===== src/core/lpss_pkg.sv =====
// Package for the LED panel serial streamer: register map, fields, types.
// Assumes a single 10 MHz system clock and a plain strobe register port.
`default_nettype none
package lpss_pkg;
	localparam logic [31:0] LPSS_ADDR_MODE   = 32'h40006400;
	localparam logic [31:0] LPSS_ADDR_DIV    = 32'h40006401;
	localparam logic [31:0] LPSS_ADDR_STATUS = 32'h40006404;
	localparam logic [31:0] LPSS_ADDR_FIFO   = 32'h40006408;
	localparam logic [31:0] LPSS_ADDR_DCNT   = 32'h40006410;
	localparam logic [31:0] LPSS_ADDR_DMAIN  = 32'h40006414;
	localparam logic [31:0] LPSS_ADDR_DAUX   = 32'h40006418;

	localparam logic [7:0]  LPSS_MODE_RST = 8'h02;
	localparam logic [7:0]  LPSS_DIV_RST  = 8'h10;
	localparam logic [15:0] LPSS_DCNT_RST = 16'h0000;
	localparam logic [15:0] LPSS_ADDR_RST = 16'h0000;

	localparam int LPSS_B_LSB_FIRST = 0;
	localparam int LPSS_B_CLEAR     = 1;
	localparam int LPSS_B_INVERT    = 2;
	localparam int LPSS_B_OUT_EN    = 3;
	localparam int LPSS_B_DMA_EN    = 4;
	localparam int LPSS_B_FIFO_IE   = 5;
	localparam int LPSS_B_LANE_LO   = 6;
	localparam int LPSS_B_ST_COUNT  = 0;
	localparam int LPSS_B_ST_CLK    = 4;
	localparam int LPSS_B_ST_LOW    = 5;
	localparam int LPSS_B_ST_EMPTY  = 6;
	localparam int LPSS_B_ST_DONE   = 7;

	localparam logic [2:0] LPSS_LOW_LEVEL = 3'h2;
	localparam logic [2:0] LPSS_FIFO_BYTES = 3'h2;
	localparam int         LPSS_CNT_BITS  = 12;
	localparam logic [15:0] LPSS_ADDR_STEP = 16'h0002;

	typedef enum logic [1:0] {
		LPSS_LANE_ONE,
		LPSS_LANE_TWO,
		LPSS_LANE_FOUR,
		LPSS_LANE_FOUR_AUX
	} lpss_lane_t;

	typedef enum logic [1:0] {
		LPSS_DMA_IDLE,
		LPSS_DMA_MAIN,
		LPSS_DMA_AUX
	} lpss_dma_t;

	typedef struct packed {
		logic        req;
		logic [15:0] addr;
	} lpss_mem_req_t;

	typedef struct packed {
		logic [7:0]  mode;
		logic [7:0]  div;
		logic        done_flag;
		logic        low_flag;
		logic [15:0] dcnt;
		logic [15:0] dmain;
		logic [15:0] daux;
		logic        fifo_full;
		logic [15:0] fifo_word;
		logic [15:0] aux_word;
		logic        aux_valid;
		lpss_dma_t   dma;
		logic        mem_req;
		logic [15:0] mem_addr;
		logic        busy;
		logic [15:0] sh_main;
		logic [15:0] sh_aux;
		logic [4:0]  bits_left;
		logic [7:0]  div_cnt;
		logic        sclk;
		logic [3:0]  lanes;
		logic [31:0] rdata;
	} lpss_state_t;
endpackage : lpss_pkg
`default_nettype wire


===== src/core/lpss_streamer.sv =====
// LED panel serial streamer: register slave, one-entry halfword FIFO,
// DMA fetch engine and 1/2/4-lane shifter with a divided shift clock.
// Assumes a memory port that answers a fetch with mem_valid_i later.
`default_nettype none
// Functional notes
// - Lane mode bits 7:6: 00 lane0, 01 lanes 0-1, 10 lanes 0-3.
// - Mode 11 drives four lanes, lanes 2-3 fed from auxiliary buffer.
// - Bit 5 enables interrupt when FIFO drains from two bytes to none.
// - Bit 4 enables DMA fetch and DMA completion interrupt together.
// - Bit 3 gates shift clock and lane outputs.
// - Bit 2 inverts every serial data bit.
// - Bit 1 forces FIFO empty, clears counters and flags; resets to one.
// - Bit 0 high sends LSB first, low sends MSB first.
// - Shift clock equals system clock over 8-bit divider, reset 0x10.
// - DMA done flag sets at finish; clears by write-one or count write.
// - Status bit 6 reads one while FIFO empty.
// - Low flag sets when count drops from two to zero; clears by write-one or FIFO write.
// - Status bit 4 shows present shift clock level.
// - Status bits 2:0 give FIFO byte count, always even.
// - FIFO port takes one 16-bit halfword per write.
// - DMA count holds main words left, 12 bits, decrements per fetch.
// - Main address preset by software, steps by two per fetch.
// - Aux address preset by software, steps by two per fetch.
module lpss_streamer
	import lpss_pkg::*;
(
	input  wire logic        clk_i,
	input  wire logic        rstn_i,
	input  wire logic [31:0] addr_i,
	input  wire logic [31:0] wdata_i,
	input  wire logic        wr_i,
	input  wire logic        rd_i,
	output logic      [31:0] rdata_o,
	output logic             irq_o,
	output logic             mem_req_o,
	output logic      [15:0] mem_addr_o,
	input  wire logic        mem_valid_i,
	input  wire logic [15:0] mem_data_i,
	output logic             shift_clock_out_o,
	output logic             shift_clock_oe_o,
	output logic      [3:0]  data_lane_o,
	output logic      [3:0]  data_lane_oe_o
);
	lpss_state_t q;
	lpss_state_t d;

	logic       clr;
	logic       wr_mode;
	logic       wr_div;
	logic       wr_stat;
	logic       wr_fifo;
	logic       wr_dcnt;
	logic       wr_dmain;
	logic       wr_daux;
	logic       lsb_first;
	logic       fetch_aux;
	logic [2:0] byte_count;
	logic [1:0] lane_mode;
	logic       load;
	logic       fall;
	logic [7:0] div_eff;
	logic [4:0] width;
	logic [3:0] bit_vec;
	logic       pull;
	logic [7:0] status;

	assign clr       = q.mode[LPSS_B_CLEAR];
	assign lsb_first = q.mode[LPSS_B_LSB_FIRST];
	assign lane_mode = q.mode[LPSS_B_LANE_LO +: 2];
	assign fetch_aux = (lane_mode == LPSS_LANE_FOUR_AUX);
	assign wr_mode   = wr_i && addr_i == LPSS_ADDR_MODE;
	assign wr_div    = wr_i && addr_i == LPSS_ADDR_DIV;
	assign wr_stat   = wr_i && addr_i == LPSS_ADDR_STATUS;
	assign wr_fifo   = wr_i && addr_i == LPSS_ADDR_FIFO;
	assign wr_dcnt   = wr_i && addr_i == LPSS_ADDR_DCNT;
	assign wr_dmain  = wr_i && addr_i == LPSS_ADDR_DMAIN;
	assign wr_daux   = wr_i && addr_i == LPSS_ADDR_DAUX;
	// Divider of zero behaves as one
	assign div_eff   = (q.div == 8'h00) ? 8'h01 : q.div;
	// Two bytes per held halfword
	assign byte_count = q.fifo_full ? LPSS_FIFO_BYTES : 3'h0;

	// Bits per word and lane
	always_comb
	begin
		unique case (lane_mode)
			LPSS_LANE_ONE: width = 5'h10;
			LPSS_LANE_TWO: width = 5'h08;
			LPSS_LANE_FOUR: width = 5'h04;
			// Main word on lanes 0-1, aux word on lanes 2-3
			LPSS_LANE_FOUR_AUX: width = 5'h08;
		endcase
	end

	assign status = {q.done_flag, ~q.fifo_full, q.low_flag, q.sclk, 1'b0, byte_count};

	always_comb
	begin
		d    = q;
		load = 1'b0;
		fall = 1'b0;
		pull = 1'b0;
		bit_vec = 4'h0;
		d.rdata = 32'h0;

		// Register reads, answered next cycle
		if (rd_i)
		begin
			unique case (addr_i)
				LPSS_ADDR_MODE:   d.rdata = {24'h0, q.mode};
				LPSS_ADDR_DIV:    d.rdata = {24'h0, q.div};
				LPSS_ADDR_STATUS: d.rdata = {24'h0, status};
				LPSS_ADDR_DCNT:   d.rdata = {16'h0, q.dcnt};
				LPSS_ADDR_DMAIN:  d.rdata = {16'h0, q.dmain};
				LPSS_ADDR_DAUX:   d.rdata = {16'h0, q.daux};
				default:          d.rdata = 32'h0;
			endcase
		end

		if (wr_mode)
			d.mode = wdata_i[7:0];
		if (wr_div)
			d.div = wdata_i[7:0];
		if (wr_dmain)
			d.dmain = wdata_i[15:0];
		if (wr_daux)
			d.daux = wdata_i[15:0];
		if (wr_dcnt)
			d.dcnt = {4'h0, wdata_i[LPSS_CNT_BITS-1:0]};

		// Shift clock divider: half period high, half low for even dividers
		if (q.busy)
		begin
			if (q.div_cnt + 8'h01 >= div_eff)
			begin
				d.div_cnt = 8'h00;
				fall = 1'b1;
			end
			else
				d.div_cnt = q.div_cnt + 8'h01;
			d.sclk = (q.div_cnt + 8'h01 >= div_eff) ? 1'b0
				: ((d.div_cnt >= (div_eff >> 1)) ? 1'b1 : 1'b0);
		end

		// Data moves only at the falling edge of the shift clock
		if (fall)
		begin
			if (q.bits_left > 5'h1)
			begin
				d.bits_left = q.bits_left - 5'h1;
				if (lsb_first)
				begin
					d.sh_main = q.sh_main >> 1;
					d.sh_aux  = q.sh_aux >> 1;
				end
				else
				begin
					d.sh_main = q.sh_main << 1;
					d.sh_aux  = q.sh_aux << 1;
				end
			end
			else
			begin
				d.busy = 1'b0;
				d.sclk = 1'b0;
				pull = 1'b1;
			end
		end

		// Start a new word when idle or at the end of the last one
		if ((!q.busy || pull) && q.fifo_full && (!fetch_aux || q.aux_valid))
		begin
			load = 1'b1;
			d.busy = 1'b1;
			d.fifo_full = 1'b0;
			d.aux_valid = 1'b0;
			d.sh_main = q.fifo_word;
			d.sh_aux = q.aux_word;
			d.bits_left = width;
			d.div_cnt = 8'h00;
			d.sclk = 1'b0;
		end

		// Lanes take the head bits of the current word
		if (load || (fall && q.bits_left > 5'h1))
		begin
			unique case (lane_mode)
				LPSS_LANE_ONE:
					bit_vec = {3'h0, lsb_first ? d.sh_main[0] : d.sh_main[15]};
				LPSS_LANE_TWO:
					bit_vec = lsb_first ? {2'h0, d.sh_main[8], d.sh_main[0]}
						: {2'h0, d.sh_main[7], d.sh_main[15]};
				LPSS_LANE_FOUR:
					bit_vec = lsb_first
						? {d.sh_main[12], d.sh_main[8], d.sh_main[4], d.sh_main[0]}
						: {d.sh_main[3], d.sh_main[7], d.sh_main[11], d.sh_main[15]};
				LPSS_LANE_FOUR_AUX:
					bit_vec = lsb_first
						? {d.sh_aux[8], d.sh_aux[0], d.sh_main[8], d.sh_main[0]}
						: {d.sh_aux[7], d.sh_aux[15], d.sh_main[7], d.sh_main[15]};
			endcase
			d.lanes = bit_vec ^ {4{q.mode[LPSS_B_INVERT]}};
		end

		// DMA fetch engine
		unique case (q.dma)
			LPSS_DMA_IDLE:
				if (q.mode[LPSS_B_DMA_EN] && q.dcnt != 16'h0 && !d.fifo_full)
				begin
					d.dma = fetch_aux ? LPSS_DMA_AUX : LPSS_DMA_MAIN;
					d.mem_req = 1'b1;
					d.mem_addr = fetch_aux ? q.daux : q.dmain;
				end
			LPSS_DMA_AUX:
				if (mem_valid_i)
				begin
					d.aux_word = mem_data_i;
					d.aux_valid = 1'b1;
					d.daux = q.daux + LPSS_ADDR_STEP;
					d.dma = LPSS_DMA_MAIN;
					d.mem_addr = q.dmain;
				end
			LPSS_DMA_MAIN:
				if (mem_valid_i)
				begin
					d.fifo_word = mem_data_i;
					d.fifo_full = 1'b1;
					d.dmain = q.dmain + LPSS_ADDR_STEP;
					d.dcnt = q.dcnt - 16'h1;
					d.mem_req = 1'b0;
					d.dma = LPSS_DMA_IDLE;
					if (q.dcnt == 16'h1)
						d.done_flag = 1'b1;
				end
			default:
				d.dma = LPSS_DMA_IDLE;
		endcase

		// Software halfword into the FIFO
		if (wr_fifo && !d.fifo_full)
		begin
			d.fifo_word = wdata_i[15:0];
			d.fifo_full = 1'b1;
			if (fetch_aux)
				d.aux_valid = 1'b1;
		end

		// Flag clears first so a same-cycle set wins
		if (wr_stat && wdata_i[LPSS_B_ST_DONE])
			d.done_flag = 1'b0;
		if (wr_dcnt)
			d.done_flag = 1'b0;
		if ((wr_stat && wdata_i[LPSS_B_ST_LOW]) || wr_fifo)
			d.low_flag = 1'b0;
		if (!d.fifo_full && q.fifo_full)
			d.low_flag = 1'b1;
		if (q.dma == LPSS_DMA_MAIN && mem_valid_i && q.dcnt == 16'h1)
			d.done_flag = 1'b1;

		// Held clear: FIFO, counters, flags and shifter
		if (clr)
		begin
			d.fifo_full = 1'b0;
			d.aux_valid = 1'b0;
			d.done_flag = 1'b0;
			d.low_flag = 1'b0;
			d.dcnt = LPSS_DCNT_RST;
			d.busy = 1'b0;
			d.bits_left = 5'h0;
			d.div_cnt = 8'h00;
			d.sclk = 1'b0;
			d.lanes = 4'h0;
			d.dma = LPSS_DMA_IDLE;
			d.mem_req = 1'b0;
		end
		if (wr_mode)
			d.mode = wdata_i[7:0];
	end

	always_ff @(posedge clk_i)
	begin
		if (!rstn_i)
		begin
			q <= '0;
			q.mode <= LPSS_MODE_RST;
			q.div <= LPSS_DIV_RST;
			q.dcnt <= LPSS_DCNT_RST;
			q.dmain <= LPSS_ADDR_RST;
			q.daux <= LPSS_ADDR_RST;
			q.dma <= LPSS_DMA_IDLE;
		end
		else
			q <= d;
	end

	assign rdata_o = q.rdata;
	// Interrupt: FIFO low gated by bit 5, DMA done by bit 4
	assign irq_o = (q.low_flag && q.mode[LPSS_B_FIFO_IE])
		|| (q.done_flag && q.mode[LPSS_B_DMA_EN]);
	assign mem_req_o = q.mem_req;
	assign mem_addr_o = q.mem_addr;
	assign shift_clock_out_o = q.sclk;
	assign shift_clock_oe_o = q.mode[LPSS_B_OUT_EN];
	assign data_lane_o = q.lanes;

	// Enabled lanes follow the lane mode
	always_comb
	begin
		if (!q.mode[LPSS_B_OUT_EN])
			data_lane_oe_o = 4'h0;
		else if (lane_mode == LPSS_LANE_ONE)
			data_lane_oe_o = 4'h1;
		else if (lane_mode == LPSS_LANE_TWO)
			data_lane_oe_o = 4'h3;
		else
			data_lane_oe_o = 4'hf;
	end
endmodule : lpss_streamer
`default_nettype wire


===== config.mk =====
export PLATFORM = sky130hd
export DESIGN_NAME = lpss_streamer
export DESIGN_NICKNAME = d
export VERILOG_FILES = /design/src/core/lpss_pkg.sv /design/src/core/lpss_streamer.sv
export SDC_FILE = /design/constraint.sdc
export NUM_CORES = 1
export LEC_CHECK = 0
export BUFFER_PORTS_ARGS = -buffer_cell sky130_fd_sc_hd__buf_2
export CORE_ASPECT_RATIO = 2
export CORE_UTILIZATION = 52
export CTS_CLUSTER_SIZE = 16
export DETAILED_ROUTE_END_ITERATION = 12
export GPL_TIMING_DRIVEN = 0
export PLACE_DENSITY = 0.76
export SYNTH_ARGS = -nofsm -noshare
export SYNTH_HDL_FRONTEND = slang
export SYNTH_SLANG_ARGS = --single-unit

===== constraint.sdc =====
create_clock -name clk_i -period 3.3 [get_ports clk_i]
set_input_delay 0.495 -clock clk_i [delete_from_list [all_inputs] [get_ports clk_i]]
set_output_delay 0.495 -clock clk_i [all_outputs]
set_load 0.1 [all_outputs]

==> out/results.tsv, run 1 <==
stage	metric	value	unit
setup_path	Crit Path Max Fanout	6	
sta	Fin Setup TNS	-1932	ps
sta	worst setup margin	-506.6	ps
route	1st-pass router iterations	6	
setup_path	Max stage delay on crit path	410	ps
floorplan	Top Ports	145	
route	post-DR vias/cell	6.156	
setup_path	kind of cell adding the most delay to the critical path	compound AO/OA/AOI/OAI gates	
route	DRC	0	
synth	number of enable flip-flop cells after synthesis	0	
final_layout	layout cell share with drive strength beyond 1	25.50	%
synth	Post-Syn Area	10050	um2
global_route	Total Routing Usage GR	36.17	%
min_path	worst min path class	in -> reg	
global_route	first-pass GRT wire length	53790	um
global_route	largest net degree at the start of global routing	17	
synth	Synth top area share	37.03	%
sta	post-route minimum period	3807	ps
clocking	Longest Clk Path Bufs	2	
setup_path	CP startpoint kind	register	
clocking	Clock Latency Late Sink	460	ps
sta	final number of hold-violating endpoints	0	
synth	top-count cell post-synth	nand2_1	
synth	flops & latches, synth	186	
sta	fmax	262.7	MHz
synth	register area share after synthesis	37.03	%
placed_design	placed cells	1623	
synth	post-synthesis cell type count	74	
global_route	GRT Residual Overflow	0	
min_path	Hold Path Depth	3	
power	peak supply drop	0.3682	mV
route	routed len/inst	21.35	um
sta	RSZ-0062 raised after global routing	true	
floorplan	die width	100.3	um
setup_path	Worst Path Arrival	4140	ps
sta	Least-Margin Pin Slew	1072	ps
clocking	CTS root buffer	clkbuf_16	
synth	cell taking the most area after synthesis	dfxtp_1	
final_layout	Syn-to-layout area delta	23.18	%
final_layout	n_diodes	0	
clocking	# clock sinks	186	
placed_design	Detail Placement HPWL	26220	um
setup_path	crit-path cells	inv_1 > a41o_1 > ha_1 > nand2b_4 > a2111oi_4 > o21ai_2 > nand2_2 > buf_6 > and3_4 > ha_1 > a21o_1 > a21o_1 > a21o_1 > a21o_1 > a21oi_2 > nor2b_2 > o311ai_2 > a21oi_1	
route	initial DRC count	792	
floorplan	Cell Rows	71	
route	vias	10430	
route	DRT antenna net count	0	
setup_path	CP Depth	18	
floorplan	Initial Utilization	53.39	%
sta	Tcrit/Tclk final	115.4	%
global_route	vias in the first global route	10170	
power	Pwr Total	0.004524	W
floorplan	Die Height	198.7	um
setup_path	CP most frequent cell	a21o_1	
flow_run	Max Cap Viol	0	
setup_path	Reg-to-Reg Start	q[188]$_SDFFE_PN0P_	
global_route	M3 GR Usage	6.922	%
power	Lkg Pwr	4.611	nW
sta	Layout Skew	11.66	ps
global_route	met1 Use GR	33.90	%
synth	Async S/R FF share, synth	0	%
final_layout	Final Non-Filler Cells	1694	
setup_path	CP max stage cell	dfxtp_1	
synth	Synth Instances	1242	
power	Cell Pwr Density	365.2	nW/um2
setup_path	critical path launch point	q[188]$_SDFFE_PN0P_	
floorplan	core area	18830	um2
outcome	violated checks	setup timing	
synth	Synth Flop Type	dfxtp_1	
setup_path	Req. time, crit path	3630	ps
setup_path	Register-to-Register Path Depth	18	
sta	Slew HR	28.27	%
setup_path	CP Buf/Inv Count	2	
global_route	Most Crowded Layer GR	met2	
synth	top post-synthesis cells by count	nand2_1, dfxtp_1, a21oi_1, nor2_1, buf_4	
synth	Yosys warning count	0	
clocking	Reg clk slew, reported paths	70	ps
placed_design	port bufs	111	
final_layout	Layout Nets	1534	
min_path	hold_sp	mem_data_i[12]	
global_route	initial antenna violation count	0	
global_route	GR Layer Usage met2	65.17	%
placed_design	GPL Wtd Cong	1.004	
sta	Final setup viols	7	
sta	Slew Limit Fails	0	
clocking	total CTS buffers	17	
setup_path	Worst Path Class, Setup	reg -> reg	
route	WL final	36170	um
synth	post-synthesis area per instance	8.096	um2
setup_path	crit path capture type	register	
clocking	htree depth	4	
floorplan	area of the die	19930	um2
synth	top cells by area, synth	dfxtp_1, nand2_1, a21oi_1	
clocking	CTS tree	done	
outcome	outcome	finished with violations	
==> layer usage <==
| metal | up-vias | wire (um) | part of all wire [%] |
|---|---|---|---|
| met5 | - | 0 | 0 |
| met3 | 238 | 2419 | 6.7 |
| li1 | 4764 | - | - |
| met2 | 559 | 18580 | 51 |
| met1 | 4868 | 11520 | 32 |
| met4 | 0 | 3654 | 10 |
==> power breakdown <==
group / internal, W / leakage (nW) / switching [W] / total (W)
Sequential: 0.00224 / 1.50 / 0.000000000000256 / 0.00224
Clock: 0.00109 / 0.277 / 0.000943 / 0.00203
Combinational: 0.0000574 / 2.83 / 0.000190 / 0.000248
==> per-stage QoR <==
step           util, %  hold slack [ps]  instance area (um2)  setup WS, ps
3_3_place_gp     58.50            444.6                11020        -691.5
3_5_place_dp     58.50            446.7                11020        -744.6
2_1_floorplan        -            432.2                10140        -157.6
6_report         65.77            294.9                12390        -506.6
5_1_grt          65.77            296.5                12390        -634.9
4_1_cts          63.83            293.9                12020        -473.8
==> cells in the final DEF (no fill, tap or decap), types with 20 or more instances in the layout <==
cell	synthesis	final
nand2_1	215	213
dfxtp_1	186	178
a21oi_1	132	129
buf_2	9	113
nor2_1	108	104
buf_4	55	92
mux2i_1	46	46
clkbuf_1	53	45
a22oi_1	37	34
o21ai_0	35	31
o211ai_1	31	31
nand3_1	29	26
inv_1	20	20
==> flip-flops by register name (all words and copies together), names as in the netlist <==
name / count
lane_mode: 2
mem_addr_o: 16
clr: 1
shift_clock_oe_o: 1
rdata_o: 16
data_lane_o: 4
lsb_first: 1
shift_clock_out_o: 1
q: 143
mem_req_o: 1
==> path summary, 6_finish.rpt <==
check,slack (ps),endpoint
worst max-delay path,-510,shift_clock_out_o$_SDFF_PP0_
worst min register to register,450,q[56]$_SDFFE_PN0P_
worst min-delay path,290,q[115]$_SDFFE_PN0P_
worst max register to register,-510,shift_clock_out_o$_SDFF_PP0_
==> tightest hold or removal path, delay by kind of cell <==
family	cells	cell delay, ps
AOI/OAI and AO/OA	1	50
buffers and inverters	1	110
and+or+nand+nor	1	50
==> final cells by class <==
cell class,instances,area (um2)
buffer,130,874.6
clock buffer,21,460.4
clock inverter,10,106.4
fill,1654,6447
inverter,21,78.83
multi-input combinational,919,5918
sequential,186,3736
tap,255,319.1
timing repair buffer,152,892.1
==> cell families after synthesis <==
| kind of cell | after synthesis | share of synthesized area, % |
|---|---|---|
| other | 1 | 0.03730 |
| and+or+nand+nor | 463 | 20.91 |
| DFF | 186 | 37.03 |
| buffers and inverters | 152 | 8.412 |
| muxes | 74 | 8.425 |
| AOI/OAI and AO/OA | 332 | 21.40 |
| xor gates and xnor gates | 12 | 1.045 |
| adders and majority gates | 22 | 2.738 |
==> timing repair <==
action,CTS,global route
hold buffers,0,0
gates cloned,1,1
buffers inserted,26,14
pin swaps,20,22
resized for setup,69,48
setup endpoints to repair,86,87
(Power assumes the default switching activity.)
==> inputs of run 2 (changes only) <==
- BUFFER_PORTS_ARGS: -buffer_cell sky130_fd_sc_hd__buf_2 -> not set
- CORE_UTILIZATION: 52 -> 58
- DONT_BUFFER_PORTS: not set -> 1
==> run 2 against run 1 <==
The run still ends with setup timing left. Clock power increased by 2%. Critical path type unchanged. Non-clock buffer count decreased by 106. Critical endpoint is now data_lane_o[2]$_SDFFE_PP0P_. Sequential power about the same. Utilization increased by 5.8 points. Global-route usage increased by 3.7 points. Sequential cell count unchanged. Worst setup slack improved by 130 ps. Worst hold slack got worse by 120 ps. Via count decreased by 2.1%. Total power decreased by 0.78%. First-iteration DRC count decreased by 2.7%. Critical path depth decreased by 3.
==> out/results.tsv, run 2 (same netlist as run 1, synthesis figures left out) <==
stage	metric	value	unit	change
outcome	outcome	finished with violations		
outcome	violated checks	setup timing		
sta	worst setup margin	-374.2	ps	+132.4 ps
sta	Least-Margin Pin Slew	1143	ps	+71.08 ps
placed_design	port bufs	0		-100%
route	post-DR vias/cell	6.628		+7.7%
setup_path	CP max stage cell	mux4_2		
setup_path	Worst Path Class, Setup	reg -> reg		
global_route	Total Routing Usage GR	39.91	%	+3.7 points
floorplan	area of the die	17900	um2	-10%
flow_run	Max Cap Viol	0		unchanged
final_layout	layout cell share with drive strength beyond 1	20.91	%	-4.6 points
clocking	CTS root buffer	clkbuf_16		
sta	Slew Limit Fails	0		unchanged
sta	fmax	272.2	MHz	+3.6%
route	WL final	36650	um	+1.3%
clocking	CTS tree	done		
route	DRC	0		unchanged
setup_path	CP most frequent cell	nor2_4		
sta	Final setup viols	26		+19
route	initial DRC count	771		-2.7%
final_layout	commonest non-fill, non-tap cell in the layout	nand2_1		
clocking	Longest Clk Path Bufs	2		unchanged
power	peak supply drop	0.3280	mV	-11%
global_route	vias in the first global route	9910		-2.5%
floorplan	Initial Utilization	59.67	%	+6.3 points
final_layout	Layout Nets	1428		-6.9%
sta	Layout Skew	14.07	ps	+2.411 ps
floorplan	die width	95.10	um	-5.2%
route	DRT antenna net count	0		unchanged
final_layout	max reg flops	143		unchanged
clocking	# clock sinks	186		unchanged
min_path	worst min path class	in -> reg		
setup_path	Req. time, crit path	3620	ps	about the same
floorplan	Die Height	188.2	um	-5.3%
route	1st-pass router iterations	6		unchanged
final_layout	Final Non-Filler Cells	1541		-9.0%
route	routed len/inst	23.78	um	+11%
setup_path	Worst Path Arrival	4000	ps	-140 ps
setup_path	CP startpoint kind	register		
final_layout	n_diodes	0		unchanged
sta	final number of hold-violating endpoints	0		unchanged
sta	Slew HR	23.69	%	-4.6 points
final_layout	Syn-to-layout area delta	19.92	%	
route	vias	10210		-2.1%
global_route	largest net degree at the start of global routing	19		+2
sta	RSZ-0062 raised after global routing	true		
setup_path	Max stage delay on crit path	540	ps	+130 ps
sta	Tcrit/Tclk final	111.3	%	-4.0 points
sta	post-route minimum period	3674	ps	-132.4 ps
placed_design	DP Worst Slack	-722.6	ps	+22.04 ps
floorplan	Top Ports	145		unchanged
placed_design	GPL Wtd Cong	1.010		+0.55%
global_route	initial antenna violation count	0		unchanged
final_layout	most frequent cells in the layout	nand2_1, dfxtp_1, a21oi_1		
setup_path	Crit Path Max Fanout	6		unchanged
clocking	Reg clk slew, reported paths	80	ps	about the same
power	Cell Pwr Density	372.3	nW/um2	+1.9%
floorplan	core area	16850	um2	-11%
floorplan	Cell Rows	67		-5.6%
clocking	Clock Latency Late Sink	440	ps	-20 ps
power	Lkg Pwr	4.222	nW	-8.4%
placed_design	Detail Placement HPWL	25690	um	-2.0%
clocking	htree depth	4		unchanged
final_layout	most flop-heavy register	q		
setup_path	crit path capture type	register		
global_route	GRT Residual Overflow	0		unchanged
setup_path	crit-path cells	ha_4 > nand3_4 > nor2_4 > xor2_2 > ha_1 > a21o_4 > a21oi_4 > buf_6 > o211a_4 > nor2_4 > mux2_4 > mux4_2 > a221oi_2 > xor2_1 > a21oi_1		
global_route	first-pass GRT wire length	53700	um	-0.17%
placed_design	placed cells	1464		-9.8%
clocking	total CTS buffers	17		unchanged
[run 2: path summary, 6_finish.rpt]
check / from / to / slack (ps) / depth (start not counted)
setup / recovery: q[38]$_SDFFE_PP0P_ / data_lane_o[2]$_SDFFE_PP0P_ / -370 / 15
hold / removal: mem_data_i[1] / q[104]$_SDFFE_PN0P_ / 180 / 2
setup reg to reg: q[38]$_SDFFE_PP0P_ / data_lane_o[2]$_SDFFE_PP0P_ / -370 / 15
hold reg to reg: q[121]$_SDFFE_PN0P_ / q[68]$_SDFFE_PN0P_ / 450 / 2
[run 2: where the power goes]
| part | switching, W | total, W | leakage (nW) | internal (W) |
|---|---|---|---|---|
| Sequential | 0.000000000000272 | 0.00224 | 1.50 | 0.00224 |
| Combinational | 0.000141 | 0.000170 | 2.44 | 0.0000291 |
| Clock | 0.00100 | 0.00208 | 0.278 | 0.00108 |
[run 2: repair_timing]
action / 4_1_cts / 5_1_grt
hold buffers: 0 / 0
gates resized for setup: 77 / 83
setup endpoints to repair: 88 / 85
setup buffers: 19 / 22
gates cloned: 2 / 5
pin swaps: 22 / 37
[run 2: final cells by class]
cell class	instances	area (um2)
Inverter	21	78.83
Timing Repair Buffer	46	461.7
Buffer	130	898.4
Multi-Input combinational cell	919	6030
Tap cell	207	259.0
Clock inverter	14	157.7
Clock buffer	18	429.2
Sequential cell	186	3744
Fill cell	1342	4792
[run 2: worst max-delay path: cells and delay by family (launching register included)]
family | cells | cell delay [ps]
compound gates | 5 | 1070
xor+xnor | 2 | 350
fa+ha+maj | 2 | 450
buf+inv | 1 | 130
flops | 1 | 380
mux | 2 | 850
simple gates | 3 | 310
[run 2: stage by stage]
step	hold WS, ps	instance area [um2]	utilization (%)	TNS, ps	total power (W)
finish	175.9	12060	71.56	-4688	0.004489
global route	183.2	12060	71.56	-8687	0.004571
CTS	176.5	11470	68.05	-2124	0.004480
detailed placement	443.9	10400	61.73	-39120	0.002459
global placement	439.7	10400	61.73	-34100	0.002458
floorplan	432.2	10140	-	-171.4	0.002431
[run 2: per-layer routing]
metal,track usage (%),routed length (um),vias up
met5,0,0,-
met4,34.21,3723,0
met3,8.111,2582,260
met2,69.34,18670,593
met1,38.61,11670,4822
li1,-,-,4539
